===== src/hw/task_sched_regs.vh =====
// constants of the cyclic task scheduler
`ifndef TASK_SCHED_REGS_VH
`define TASK_SCHED_REGS_VH

`define CLK_PERIOD_NS    10
`define TICK_NS          1000000
`define CYC_PER_MS       (`TICK_NS / `CLK_PERIOD_NS)

`define MAIN_MS_1        3'h1
`define MAIN_MS_2        3'h2
`define MAIN_MS_4        3'h4
`define PER_MS_MIN       7'h01
`define PER_MS_MAX       7'h64

`define ERR_NONE         16'h0000
`define ERR_MAIN_PERIOD  16'h0051
`define ERR_PER_MULT     16'h0052
`define ERR_MAIN_OVR     16'h0061
`define ERR_PER_OVR      16'h0062
`define ERR_INIT_OVR     16'h0063

`define PH_NONE          3'h0
`define PH_REFRESH       3'h1
`define PH_MAIN_PROG     3'h2
`define PH_MOTION        3'h3
`define PH_NET           3'h4
`define PH_INIT_PROG     3'h5

`define N_REAL_AXES      32
`define N_VIRT_AXES      4
`define N_DIN            8
`define N_DOUT           8
`define N_REMOTE         4

`endif


===== src/hw/ms_tick_gen.v =====
// free-running millisecond tick generator
`timescale 1ns/100ps
module ms_tick_gen
#(
	parameter DIV = 100000
)
(
	input  wire sys_clk_in,
	input  wire rst_in,
	output reg  tick_out
);
	reg [16:0] count;

	always @(posedge sys_clk_in or posedge rst_in)
	begin
		if (rst_in)
		begin
			count <= 17'h00000;
			tick_out <= 1'b0;
		end
		else if (count == DIV[16:0] - 17'h00001)
		begin
			count <= 17'h00000;
			tick_out <= 1'b1;
		end
		else
		begin
			count <= count + 17'h00001;
			tick_out <= 1'b0;
		end
	end
endmodule


===== src/hw/period_counter.v =====
// counts strobes and pulses once every limit strobes
`timescale 1ns/100ps
module period_counter
(
	input  wire       sys_clk_in,
	input  wire       rst_in,
	input  wire       restart_in,
	input  wire       strobe_in,
	input  wire [6:0] limit_in,
	output reg        tick_out
);
	reg [6:0] count;

	always @(posedge sys_clk_in or posedge rst_in)
	begin
		if (rst_in)
		begin
			count <= 7'h00;
			tick_out <= 1'b0;
		end
		else if (restart_in)
		begin
			count <= 7'h00;
			tick_out <= 1'b0;
		end
		else if (strobe_in)
		begin
			// a zero limit behaves as one so the tick never stalls
			if (count + 7'h01 >= limit_in)
			begin
				count <= 7'h00;
				tick_out <= 1'b1;
			end
			else
			begin
				count <= count + 7'h01;
				tick_out <= 1'b0;
			end
		end
		else
			tick_out <= 1'b0;
	end
endmodule


===== src/hw/cyclic_task_scheduler.v =====
// cyclic task scheduler: main, periodic and initialization tasks
`timescale 1ns/100ps
`include "task_sched_regs.vh"

module cyclic_task_scheduler
#(
	parameter CYC_PER_MS = `CYC_PER_MS,
	parameter DW         = 32,
	parameter N_REAL     = `N_REAL_AXES,
	parameter N_VIRT     = `N_VIRT_AXES,
	parameter N_DIN      = `N_DIN,
	parameter N_DOUT     = `N_DOUT,
	parameter N_REMOTE   = `N_REMOTE
)
(
	input  wire                     sys_clk_in,
	input  wire                     rst_in,
	input  wire [2:0]               main_period_ms_in,
	input  wire [6:0]               per_period_ms_in,
	input  wire                     run_req_in,
	input  wire                     phase_done_in,
	input  wire                     per_done_in,
	input  wire                     main_cmd_req_in,
	input  wire                     per_cmd_req_in,
	input  wire [DW-1:0]            result_in,
	input  wire                     result_wr_in,
	input  wire [DW-1:0]            per_result_in,
	input  wire                     per_result_wr_in,
	input  wire [DW-1:0]            slave_in_data_in,
	input  wire [N_DIN-1:0]         din_in,
	input  wire [N_DOUT-1:0]        dout_in,
	input  wire [N_REAL+N_VIRT-1:0] axis_req_in,
	input  wire [N_REMOTE-1:0]      remote_req_in,
	output reg                      run_out,
	output reg  [2:0]               phase_out,
	output reg                      phase_start_out,
	output reg                      per_start_out,
	output reg                      per_run_out,
	output reg                      main_cmd_grant_out,
	output reg                      per_cmd_grant_out,
	output reg                      fb_update_out,
	output reg  [DW-1:0]            slave_out_data_out,
	output reg  [DW-1:0]            slave_in_hold_out,
	output reg  [DW-1:0]            per_apply_out,
	output reg                      per_apply_valid_out,
	output reg  [N_DIN-1:0]         din_out,
	output reg  [N_DOUT-1:0]        dout_out,
	output reg  [N_REAL+N_VIRT-1:0] axis_en_out,
	output reg  [N_REMOTE-1:0]      remote_en_out,
	output reg                      err_out,
	output reg  [15:0]              err_code_out,
	output reg                      cfg_err_out
);
	localparam S_IDLE      = 4'h0;
	localparam S_REFRESH   = 4'h1;
	localparam S_PROG      = 4'h2;
	localparam S_MOTION    = 4'h3;
	localparam S_NET       = 4'h4;
	localparam S_SLACK     = 4'h5;
	localparam S_INIT_REF  = 4'h6;
	localparam S_INIT_PROG = 4'h7;
	localparam S_INIT_WAIT = 4'h8;

	reg  [3:0]        state;
	reg  [2:0]        main_ms;
	reg  [6:0]        per_ms;
	reg               run_req_q;
	reg               start_pend;
	reg               per_pending;
	reg  [DW-1:0]     result_hold;
	reg  [N_DOUT-1:0] dout_hold;
	reg  [DW-1:0]     per_hold;
	reg               per_hold_valid;
	reg  [N_DIN-1:0]  din_meta;
	reg  [N_DIN-1:0]  din_sync;
	wire              ms_tick;
	wire              main_tick;
	wire              per_tick;
	wire              main_ok;
	wire              per_ok;
	wire [6:0]        ratio;
	wire              done_ok;
	wire              slack;

	function main_valid;
		input [2:0] m;
		begin
			main_valid = (m == `MAIN_MS_1) || (m == `MAIN_MS_2) ||
				(m == `MAIN_MS_4);
		end
	endfunction

	function [1:0] main_shift;
		input [2:0] m;
		begin
			case (m)
				`MAIN_MS_2: main_shift = 2'h1;
				`MAIN_MS_4: main_shift = 2'h2;
				default:    main_shift = 2'h0;
			endcase
		end
	endfunction

	function per_valid;
		input [6:0] p;
		input [2:0] m;
		begin
			per_valid = (p >= `PER_MS_MIN) && (p <= `PER_MS_MAX) &&
				((p & ({4'h0, m} - 7'h01)) == 7'h00);
		end
	endfunction

	assign main_ok = main_valid(main_period_ms_in);
	assign per_ok  = per_valid(per_period_ms_in, main_period_ms_in);
	assign ratio   = per_ms >> main_shift(main_ms);
	assign done_ok = phase_done_in && !phase_start_out;
	// the slack window opens only once the main task has finished
	assign slack   = (state == S_SLACK);

	ms_tick_gen #(.DIV(CYC_PER_MS)) u_ms
	(
		.sys_clk_in (sys_clk_in),
		.rst_in     (rst_in),
		.tick_out   (ms_tick)
	);

	// main period ticks come from the free millisecond timer
	period_counter u_main_cnt
	(
		.sys_clk_in (sys_clk_in),
		.rst_in     (rst_in),
		.restart_in (1'b0),
		.strobe_in  (ms_tick),
		.limit_in   ({4'h0, main_ms}),
		.tick_out   (main_tick)
	);

	// periodic ticks count main ticks so they stay aligned to them
	period_counter u_per_cnt
	(
		.sys_clk_in (sys_clk_in),
		.rst_in     (rst_in),
		.restart_in (!run_out),
		.strobe_in  (main_tick),
		.limit_in   (ratio),
		.tick_out   (per_tick)
	);

	// din pins come from outside; two flops before any use
	always @(posedge sys_clk_in or posedge rst_in)
	begin
		if (rst_in)
		begin
			din_meta <= {N_DIN{1'b0}};
			din_sync <= {N_DIN{1'b0}};
		end
		else
		begin
			din_meta <= din_in;
			din_sync <= din_meta;
		end
	end

	// task sequencer, mode and error reporting
	always @(posedge sys_clk_in or posedge rst_in)
	begin
		if (rst_in)
		begin
			state <= S_IDLE;
			run_out <= 1'b0;
			phase_out <= `PH_NONE;
			phase_start_out <= 1'b0;
			run_req_q <= 1'b0;
			start_pend <= 1'b0;
			main_ms <= `MAIN_MS_1;
			per_ms <= `PER_MS_MIN;
			err_out <= 1'b0;
			err_code_out <= `ERR_NONE;
			cfg_err_out <= 1'b0;
		end
		else
		begin
			phase_start_out <= 1'b0;
			err_out <= 1'b0;
			run_req_q <= run_req_in;
			cfg_err_out <= !main_ok || !per_ok;
			if (run_req_in && !run_req_q && !run_out)
			begin
				if (!main_ok)
				begin
					err_out <= 1'b1;
					err_code_out <= `ERR_MAIN_PERIOD;
				end
				else if (!per_ok)
				begin
					err_out <= 1'b1;
					err_code_out <= `ERR_PER_MULT;
				end
				else
					start_pend <= 1'b1;
			end
			if (per_tick && per_pending)
			begin
				// mode is left alone on a periodic overrun
				err_out <= 1'b1;
				err_code_out <= `ERR_PER_OVR;
			end
			if (main_tick)
			begin
				// parameters follow the inputs only while stopped
				if (!run_out && main_ok && per_ok)
				begin
					main_ms <= main_period_ms_in;
					per_ms <= per_period_ms_in;
				end
				phase_out <= `PH_REFRESH;
				phase_start_out <= 1'b1;
				if (state == S_IDLE || state == S_SLACK ||
					state == S_INIT_WAIT)
				begin
					if (start_pend && run_req_in && !run_out)
					begin
						run_out <= 1'b1;
						start_pend <= 1'b0;
						state <= S_INIT_REF;
					end
					else
						state <= S_REFRESH;
				end
				else
				begin
					err_out <= 1'b1;
					run_out <= 1'b0;
					state <= S_REFRESH;
					if (state == S_INIT_REF || state == S_INIT_PROG)
						err_code_out <= `ERR_INIT_OVR;
					else
						err_code_out <= `ERR_MAIN_OVR;
				end
			end
			else if (done_ok)
			begin
				case (state)
					S_REFRESH:
					begin
						// while stopped only the network exchange follows
						phase_start_out <= 1'b1;
						if (run_out)
						begin
							state <= S_PROG;
							phase_out <= `PH_MAIN_PROG;
						end
						else
						begin
							state <= S_NET;
							phase_out <= `PH_NET;
						end
					end
					S_PROG:
					begin
						state <= S_MOTION;
						phase_out <= `PH_MOTION;
						phase_start_out <= 1'b1;
					end
					S_MOTION:
					begin
						state <= S_NET;
						phase_out <= `PH_NET;
						phase_start_out <= 1'b1;
					end
					S_NET:
					begin
						state <= S_SLACK;
						phase_out <= `PH_NONE;
					end
					S_INIT_REF:
					begin
						state <= S_INIT_PROG;
						phase_out <= `PH_INIT_PROG;
						phase_start_out <= 1'b1;
					end
					S_INIT_PROG:
					begin
						state <= S_INIT_WAIT;
						phase_out <= `PH_NONE;
					end
					default:
					begin
						state <= state;
					end
				endcase
			end
			if (!run_req_in)
			begin
				run_out <= 1'b0;
				start_pend <= 1'b0;
			end
		end
	end

	// periodic task bookkeeping
	always @(posedge sys_clk_in or posedge rst_in)
	begin
		if (rst_in)
		begin
			per_pending <= 1'b0;
			per_start_out <= 1'b0;
			per_run_out <= 1'b0;
		end
		else
		begin
			per_start_out <= per_tick && run_out;
			if (!run_out)
				per_pending <= 1'b0;
			else if (per_tick)
				per_pending <= 1'b1;
			else if (per_done_in)
				per_pending <= 1'b0;
			// a run may pause here and resume in a later slack window
			per_run_out <= run_out && per_pending && slack &&
				!main_tick && !(per_done_in && !per_tick);
		end
	end

	// motion command arbitration
	always @(posedge sys_clk_in or posedge rst_in)
	begin
		if (rst_in)
		begin
			main_cmd_grant_out <= 1'b0;
			per_cmd_grant_out <= 1'b0;
		end
		else
		begin
			main_cmd_grant_out <= main_cmd_req_in;
			per_cmd_grant_out <= per_cmd_req_in && !main_cmd_req_in;
		end
	end

	// data holding: main results wait for the next refresh, periodic results for the end of the next main program phase
	always @(posedge sys_clk_in or posedge rst_in)
	begin
		if (rst_in)
		begin
			result_hold <= {DW{1'b0}};
			dout_hold <= {N_DOUT{1'b0}};
			per_hold <= {DW{1'b0}};
			per_hold_valid <= 1'b0;
			slave_out_data_out <= {DW{1'b0}};
			slave_in_hold_out <= {DW{1'b0}};
			per_apply_out <= {DW{1'b0}};
			per_apply_valid_out <= 1'b0;
			din_out <= {N_DIN{1'b0}};
			dout_out <= {N_DOUT{1'b0}};
			fb_update_out <= 1'b0;
			axis_en_out <= {(N_REAL+N_VIRT){1'b0}};
			remote_en_out <= {N_REMOTE{1'b0}};
		end
		else
		begin
			per_apply_valid_out <= 1'b0;
			if (result_wr_in)
			begin
				result_hold <= result_in;
				dout_hold <= dout_in;
			end
			if (main_tick)
			begin
				// stopped outputs go off at the refresh
				slave_out_data_out <= run_out ? result_hold : {DW{1'b0}};
				dout_out <= run_out ? dout_hold : {N_DOUT{1'b0}};
				slave_in_hold_out <= slave_in_data_in;
				din_out <= din_sync;
				axis_en_out <= run_out ? axis_req_in :
					{(N_REAL+N_VIRT){1'b0}};
				remote_en_out <= run_out ? remote_req_in :
					{N_REMOTE{1'b0}};
			end
			// a new periodic result in the take cycle is kept
			if (per_result_wr_in)
			begin
				per_hold <= per_result_in;
				per_hold_valid <= 1'b1;
			end
			else if (done_ok && state == S_PROG && run_out)
				per_hold_valid <= 1'b0;
			if (done_ok && state == S_PROG && run_out && per_hold_valid)
			begin
				per_apply_out <= per_hold;
				per_apply_valid_out <= 1'b1;
			end
			fb_update_out <= run_out && state != S_INIT_REF &&
				state != S_INIT_PROG;
		end
	end
endmodule


===== config.mk =====
export PLATFORM = sky130hd
export DESIGN_NAME = cyclic_task_scheduler
export DESIGN_NICKNAME = d
export VERILOG_FILES = /design/src/hw/ms_tick_gen.v /design/src/hw/period_counter.v /design/src/hw/cyclic_task_scheduler.v
export VERILOG_INCLUDE_DIRS = /design/src /design/src/hw
export SDC_FILE = /design/constraint.sdc
export NUM_CORES = 1
export LEC_CHECK = 0
export BUFFER_PORTS_ARGS = -buffer_cell sky130_fd_sc_hd__buf_2
export CORE_ASPECT_RATIO = 0.9
export CORE_MARGIN = 5
export CORE_UTILIZATION = 45
export DETAILED_ROUTE_END_ITERATION = 12
export PLACE_DENSITY = 0.74
export SLEW_MARGIN = 20
export SYNTH_ARGS = -nofsm -noshare
export SYNTH_HDL_FRONTEND = slang
export SYNTH_HIERARCHICAL = 1
export SYNTH_SLANG_ARGS = --single-unit

===== constraint.sdc =====
create_clock -name sys_clk_in -period 18.35 [get_ports sys_clk_in]
set_clock_uncertainty 0.05 [all_clocks]
set_input_delay 3.67 -clock sys_clk_in [delete_from_list [all_inputs] [get_ports sys_clk_in]]
set_output_delay 3.67 -clock sys_clk_in [all_outputs]
set_load 0.01 [all_outputs]

==> results.cfg, run 1 <==
[cts]
hold_buffers = 0
numCtsBuffers = 35
postCtsSetupRepairBufs = 0
insertion_delay_ns = 0.50
cts_tree = done
ctsRootBufferMaster = clkbuf_16
clock_sink_count = 321
cts_buffer_depth = 3
clkTransAtPathRegs_ns = 0.06
cts-resized-gates = 0
cts_htree_levels = 2

[detailed_routing]
wl_um = 30500
route.vias.total = 9189
drtPass1Iterations = 5
drc = 0
viasPerCell = 4.95
postRouteAntennaNets = 0
drt_iter0_drc = 515
wire_per_inst_um = 16.4

[synthesis]
synth-edff-count = 0
synth_top_area_share_pct = 60.7
seq_area_frac_synth_pct = 61.1
yosysTopAreaCell = dfrtp_1
synth-seq-cells = 321
syn_area_um2 = 13200
yosysWarnings = 6
synthArstFlopShare_pct = 100
syn_avg_cell_area_um2 = 12.2
synth_cells = 1080
yosysUniqueCellTypes = 65
ys_top_cells_by_area = dfrtp_1 (61%), mux2_2 (13%), o21ai_0 (3.4%)
synthFlopType = dfrtp_1

[sta]
tightest_slew_ns = 1.10
finalSetupTns_ns = 0
fin_ws_ns = 13.04
final-max-slew-violation-count = 0
setup_viol_count_final = 0
fmax_mhz = 188
min_period_ns = 5.31
rsz0062_at_grt = false
timing.hold.ws_ns = 0.296
hold_viol = 0
relSlewSlack_pct = 26.8
fin_crit_sh_pct = 28.9

[critical_path]
cp-end-kind = flop
critPathMaxFanout = 15
crit_required_ns = 18.68
critPathArrivalTime_ns = 5.64
start_kind = input pin
crit_type = in -> reg

[pwr]
worst_ir_drop_vdd_v = 0.0000751
power_leakage_nw = 8.34
powerDensity_nw_per_um2 = 90.6

[die]
die_h_um = 172
ios = 352
die-area_um2 = 32700
coreArea_um2 = 28900
initial_core_util_pct = 45.6
rows = 59
die_w_um = 190

[finish]
syn2layout_area_growth_pct = 24.7
drive_gt1_share_pct = 40.1
utilization_pct = 56.8
nFillCells = 2403
final_cell_mix = buf_2 (351), dfrtp_1 (317), mux2_2 (154)
final_common_cell = buf_2
final_nets = 1622

[global_route]
track_usage_pct = 18.1
grt-ovfl-total = 0
grt_max_degree = 138
grt_pass1_wl_um = 48500
grt_antenna_before_repair = 5
grt_pass1_vias = 9367

[status]
status = complete, no violations

[flow_run]
maxCapViolations = 0

[place]
gp_congestion = 0.783
port_buffers = 351
hpwlAfterDp_um = 21700
dp_worst_setup_slack_ns = 12.55

[min_path]
hp-class = reg -> reg
## cells by family after synthesis
family	after synthesis	synth area share, %
multiplexers	160	13.6
other	1	0.0285
XOR/XNOR	27	1.80
flip-flops	321	61.1
AO/OA/AOI/OAI	158	7.46
AND/OR/NAND/NOR	231	9.04
buffers and inverters	161	4.94
adder cells (fa/ha/maj)	21	2.00
## state kept, by name, indices dropped and copies added, names as in the netlist, 4 cells and up
register	cells
state	4
din_meta	8
axis_en_out	36
result_hold	32
per_hold	32
dout_hold	8
dout_out	8
err_code_out	16
per_ms	7
u_ms/count	17
per_apply_out	32
slave_in_hold_out	32
u_per_cnt/count	7
din_sync	8
u_main_cnt/count	7
din_out	8
remote_en_out	4
slave_out_data_out	32
## report_power, final
group / internal (mW) / switching (mW)
combinational: 0.0310 / 0.0328
sequential: 0.727 / 0.00903
clock: 0.418 / 0.269
## layer usage
metal / global-route usage (%) / vias to the layer above / share of wire, %
met5: 0 / - / 0
met4: 5.00 / 0 / 2.0
met3: 3.77 / 44 / 6.5
met2: 32.8 / 267 / 52
met1: 22.3 / 4524 / 40
li1: - / 4354 / -
## synthesized netlist by cell type (3+ instances only)
| cell | number |
|---|---|
| nand4_1 | 5 |
| dfrtp_1 | 319 |
| nand2b_1 | 7 |
| nor2b_1 | 10 |
| mux2i_1 | 6 |
| nand3_1 | 51 |
| a21oi_1 | 18 |
| and4_1 | 3 |
| xnor2_1 | 15 |
| ha_1 | 21 |
| buf_1 | 8 |
| buf_2 | 9 |
| mux2_2 | 154 |
| xor2_1 | 12 |
| nor3_1 | 10 |
| nand2_1 | 79 |
| a32o_1 | 10 |
| clkbuf_1 | 26 |
| a21o_1 | 6 |
| nor2_1 | 39 |
| buf_4 | 5 |
| inv_1 | 111 |
| o21ai_0 | 89 |
| o21ai_1 | 4 |
## worst paths after layout
check | depth (start not counted) | slack [ns] | from | end
setup / recovery | 8 | 13.04 | main_period_ms_in[0] | err_code_out[6]
hold reg to reg | 0 | 0.30 | din_meta[0] | din_sync[0]
min in group asynchronous | 2 | 3.13 | rst_in | u_main_cnt/tick_out
hold / removal | 0 | 0.30 | din_meta[0] | din_sync[0]
max in group asynchronous | 3 | 13.30 | rst_in | slave_out_data_out[16]
setup reg to reg | 9 | 15.51 | main_ms[2] | u_per_cnt/count[2]
## final cells by class
class,instances,area [um^2],area share [%]
diodes,6,15.0,0.0915
clock buffers,53,993,6.06
clock inverters,9,138,0.839
inverters,111,424,2.59
multi-input cells,603,4490,27.3
flip-flops and latches,321,8040,49.0
well taps,396,495,3.02
repair buffers,358,1810,11.0
## critical path: stages
cell      delay (ns)
buf_2           0.12
inv_1           0.09
ha_1            0.22
xor2_1          0.14
a222oi_1        0.29
and4_1          0.43
a21oi_2         0.24
or3b_1          0.44
## through the flow
stage          cell area (um^2)  total power, mW  std cells
3_5_place_dp              15300            0.814       1789
2_1_floorplan             13200            0.783       1085
4_1_cts                   16400             1.51       1851
3_3_place_gp              15300            0.810       1789
5_1_grt                   16400             1.55       1856
6_report                  16400             1.49       1857
Note: power is estimated with default switching activity, not from simulation.
==> inputs of run 2 (changes only) <==
--- a/config.mk
+++ b/config.mk
@@ -11,7 +11,7 @@
 export CORE_MARGIN = 5
 export CORE_UTILIZATION = 45
 export DETAILED_ROUTE_END_ITERATION = 12
-export PLACE_DENSITY = 0.74
+export PLACE_DENSITY = 0.77
 export SLEW_MARGIN = 20
 export SYNTH_ARGS = -nofsm -noshare
 export SYNTH_HDL_FRONTEND = slang
==> constraint.sdc (replaced) <==
create_clock -name sys_clk_in -period 4.25 [get_ports sys_clk_in]
set_clock_uncertainty 0.05 [all_clocks]
set_input_delay 0.85 -clock sys_clk_in [delete_from_list [all_inputs] [get_ports sys_clk_in]]
set_output_delay 0.85 -clock sys_clk_in [all_outputs]
set_load 0.01 [all_outputs]
==> results.cfg, run 2 (synthesis results as in run 1) <==
[status]
status = complete, no violations

[sta]
timing.hold.ws_ns = 0.297
min_period_ns = 2.84
rsz0062_at_grt = false
setup_viol_count_final = 0
hold_viol = 0
fmax_mhz = 352
fin_crit_sh_pct = 66.9
fin_ws_ns = 1.41
final-max-slew-violation-count = 0
relSlewSlack_pct = 44.0
tightest_slew_ns = 0.841

[critical_path]
crit_type = reg -> reg
critPathArrivalTime_ns = 3.21
cp-end-kind = flop
start_kind = flop
crit_family = compound AO/OA/AOI/OAI gates
crit_slowest_cell = nor3b_2
ff2ff_setup_slack_ns = 1.41
crit_top_cell = o21ai_1
crit_required_ns = 4.62
cpPeakStageDelay_ns = 0.58
cp.buffers_inverters = 1
cp_cell_sequence = nor3b_2 -> mux2i_1 -> a21oi_1 -> inv_1 -> ha_1 -> a21o_1 -> a211oi_4 -> o21ai_1 -> o21ai_1
critPathMaxFanout = 9

[finish]
regArea_um2 = 8040
largest_register_ffs = 36
multi_input_area_um2 = 4490
nFillCells = 2404
final_nets = 1625
final_common_cell = buf_2
largest-register = axis_en_out
drive_gt1_share_pct = 40.6
utilization_pct = 57.1
fin_area_um2 = 16500
final_cell_mix = buf_2 (350), dfrtp_1 (317), mux2_2 (154)
syn2layout_area_growth_pct = 25.3

[global_route]
grt_antenna_before_repair = 1
grt_pass1_vias = 9358
grt_max_degree = 101
track_usage_pct = 18.4
grt_pass1_wl_um = 49100
grt-ovfl-total = 0

[place]
port_buffers = 351
dp_worst_setup_slack_ns = 1.34
hpwlAfterDp_um = 22200
place_area_um2 = 15300
gp_congestion = 0.786

[cts]
insertion_delay_ns = 0.51
cts_buffer_depth = 3
clock_sink_count = 321
ctsRootBufferMaster = clkbuf_16
postCtsSetupRepairBufs = 0
cts-resized-gates = 0
cts_htree_levels = 2
hold_buffers = 0
cts_tree = done
clkTransAtPathRegs_ns = 0.06
numCtsBuffers = 35

[detailed_routing]
drtPass1Iterations = 5
wl_um = 31300
viasPerCell = 4.99
wire_per_inst_um = 16.8
route.vias.total = 9263
drt_iter0_drc = 518
drc = 0
postRouteAntennaNets = 0

[flow_run]
maxCapViolations = 0

[pwr]
power_leakage_nw = 8.39
worst_ir_drop_vdd_v = 0.000331
finalPower_mw = 6.46
powerDensity_nw_per_um2 = 392

[die]
coreArea_um2 = 28900
die_h_um = 172
die-area_um2 = 32700
die_w_um = 190
rows = 59
ios = 352
initial_core_util_pct = 45.6

[min_path]
hp-class = in -> async
==> run 2: path summary, 6_finish.rpt <==
| path | startpoint | endpoint | cells past startpoint |
|---|---|---|---|
| max | main_ms[2] | u_per_cnt/count[0] | 9 |
| min reg2reg | din_meta[7] | din_sync[7] | 0 |
| max reg2reg | main_ms[2] | u_per_cnt/count[0] | 9 |
| min | rst_in | u_per_cnt/count[1] | 2 |
| min in group sys_clk_in | din_meta[7] | din_sync[7] | 0 |
| max in group asynchronous | rst_in | per_hold[18] | 3 |
==> run 2: final cells by class <==
type / count / share of cell area, %
inverter: 111 / 2.55
sequential: 321 / 48.8
clock inverter: 11 / 0.767
antenna: 2 / 0.0304
clock buffer: 53 / 6.27
multi-input combinational: 603 / 27.2
timing repair buffer: 361 / 11.4
tap: 396 / 3.01
==> run 2: metrics by stage <==
stage                     TNS, ns  cells
after global routing            0   1857
after CTS                       0   1856
final                           0   1858
after detailed placement        0   1792
after floorplan           -129.27   1085
after global placement          0   1792
==> run 2: routing by layer <==
layer	track usage, %	routed length, um
met1	23.1	12600
met4	6.74	1100
met3	4.14	1940
met2	31.5	15700
met5	0	0
==> run 2: where the power goes <==
part           internal, mW  total, mW  switching [mW]
clock network          1.81       3.00            1.19
registers              3.14       3.18          0.0400
logic                 0.139      0.282           0.143
total                  5.09       6.46            1.37
==> run 2: worst reg2reg max path: stages, from the launching register on <==
cell and delay, ns:
dfrtp_1 0.44, nor3b_2 0.58, mux2i_1 0.19, a21oi_1 0.18, inv_1 0.05, ha_1 0.33
a21o_1 0.23, a211oi_4 0.43, o21ai_1 0.14, o21ai_1 0.14
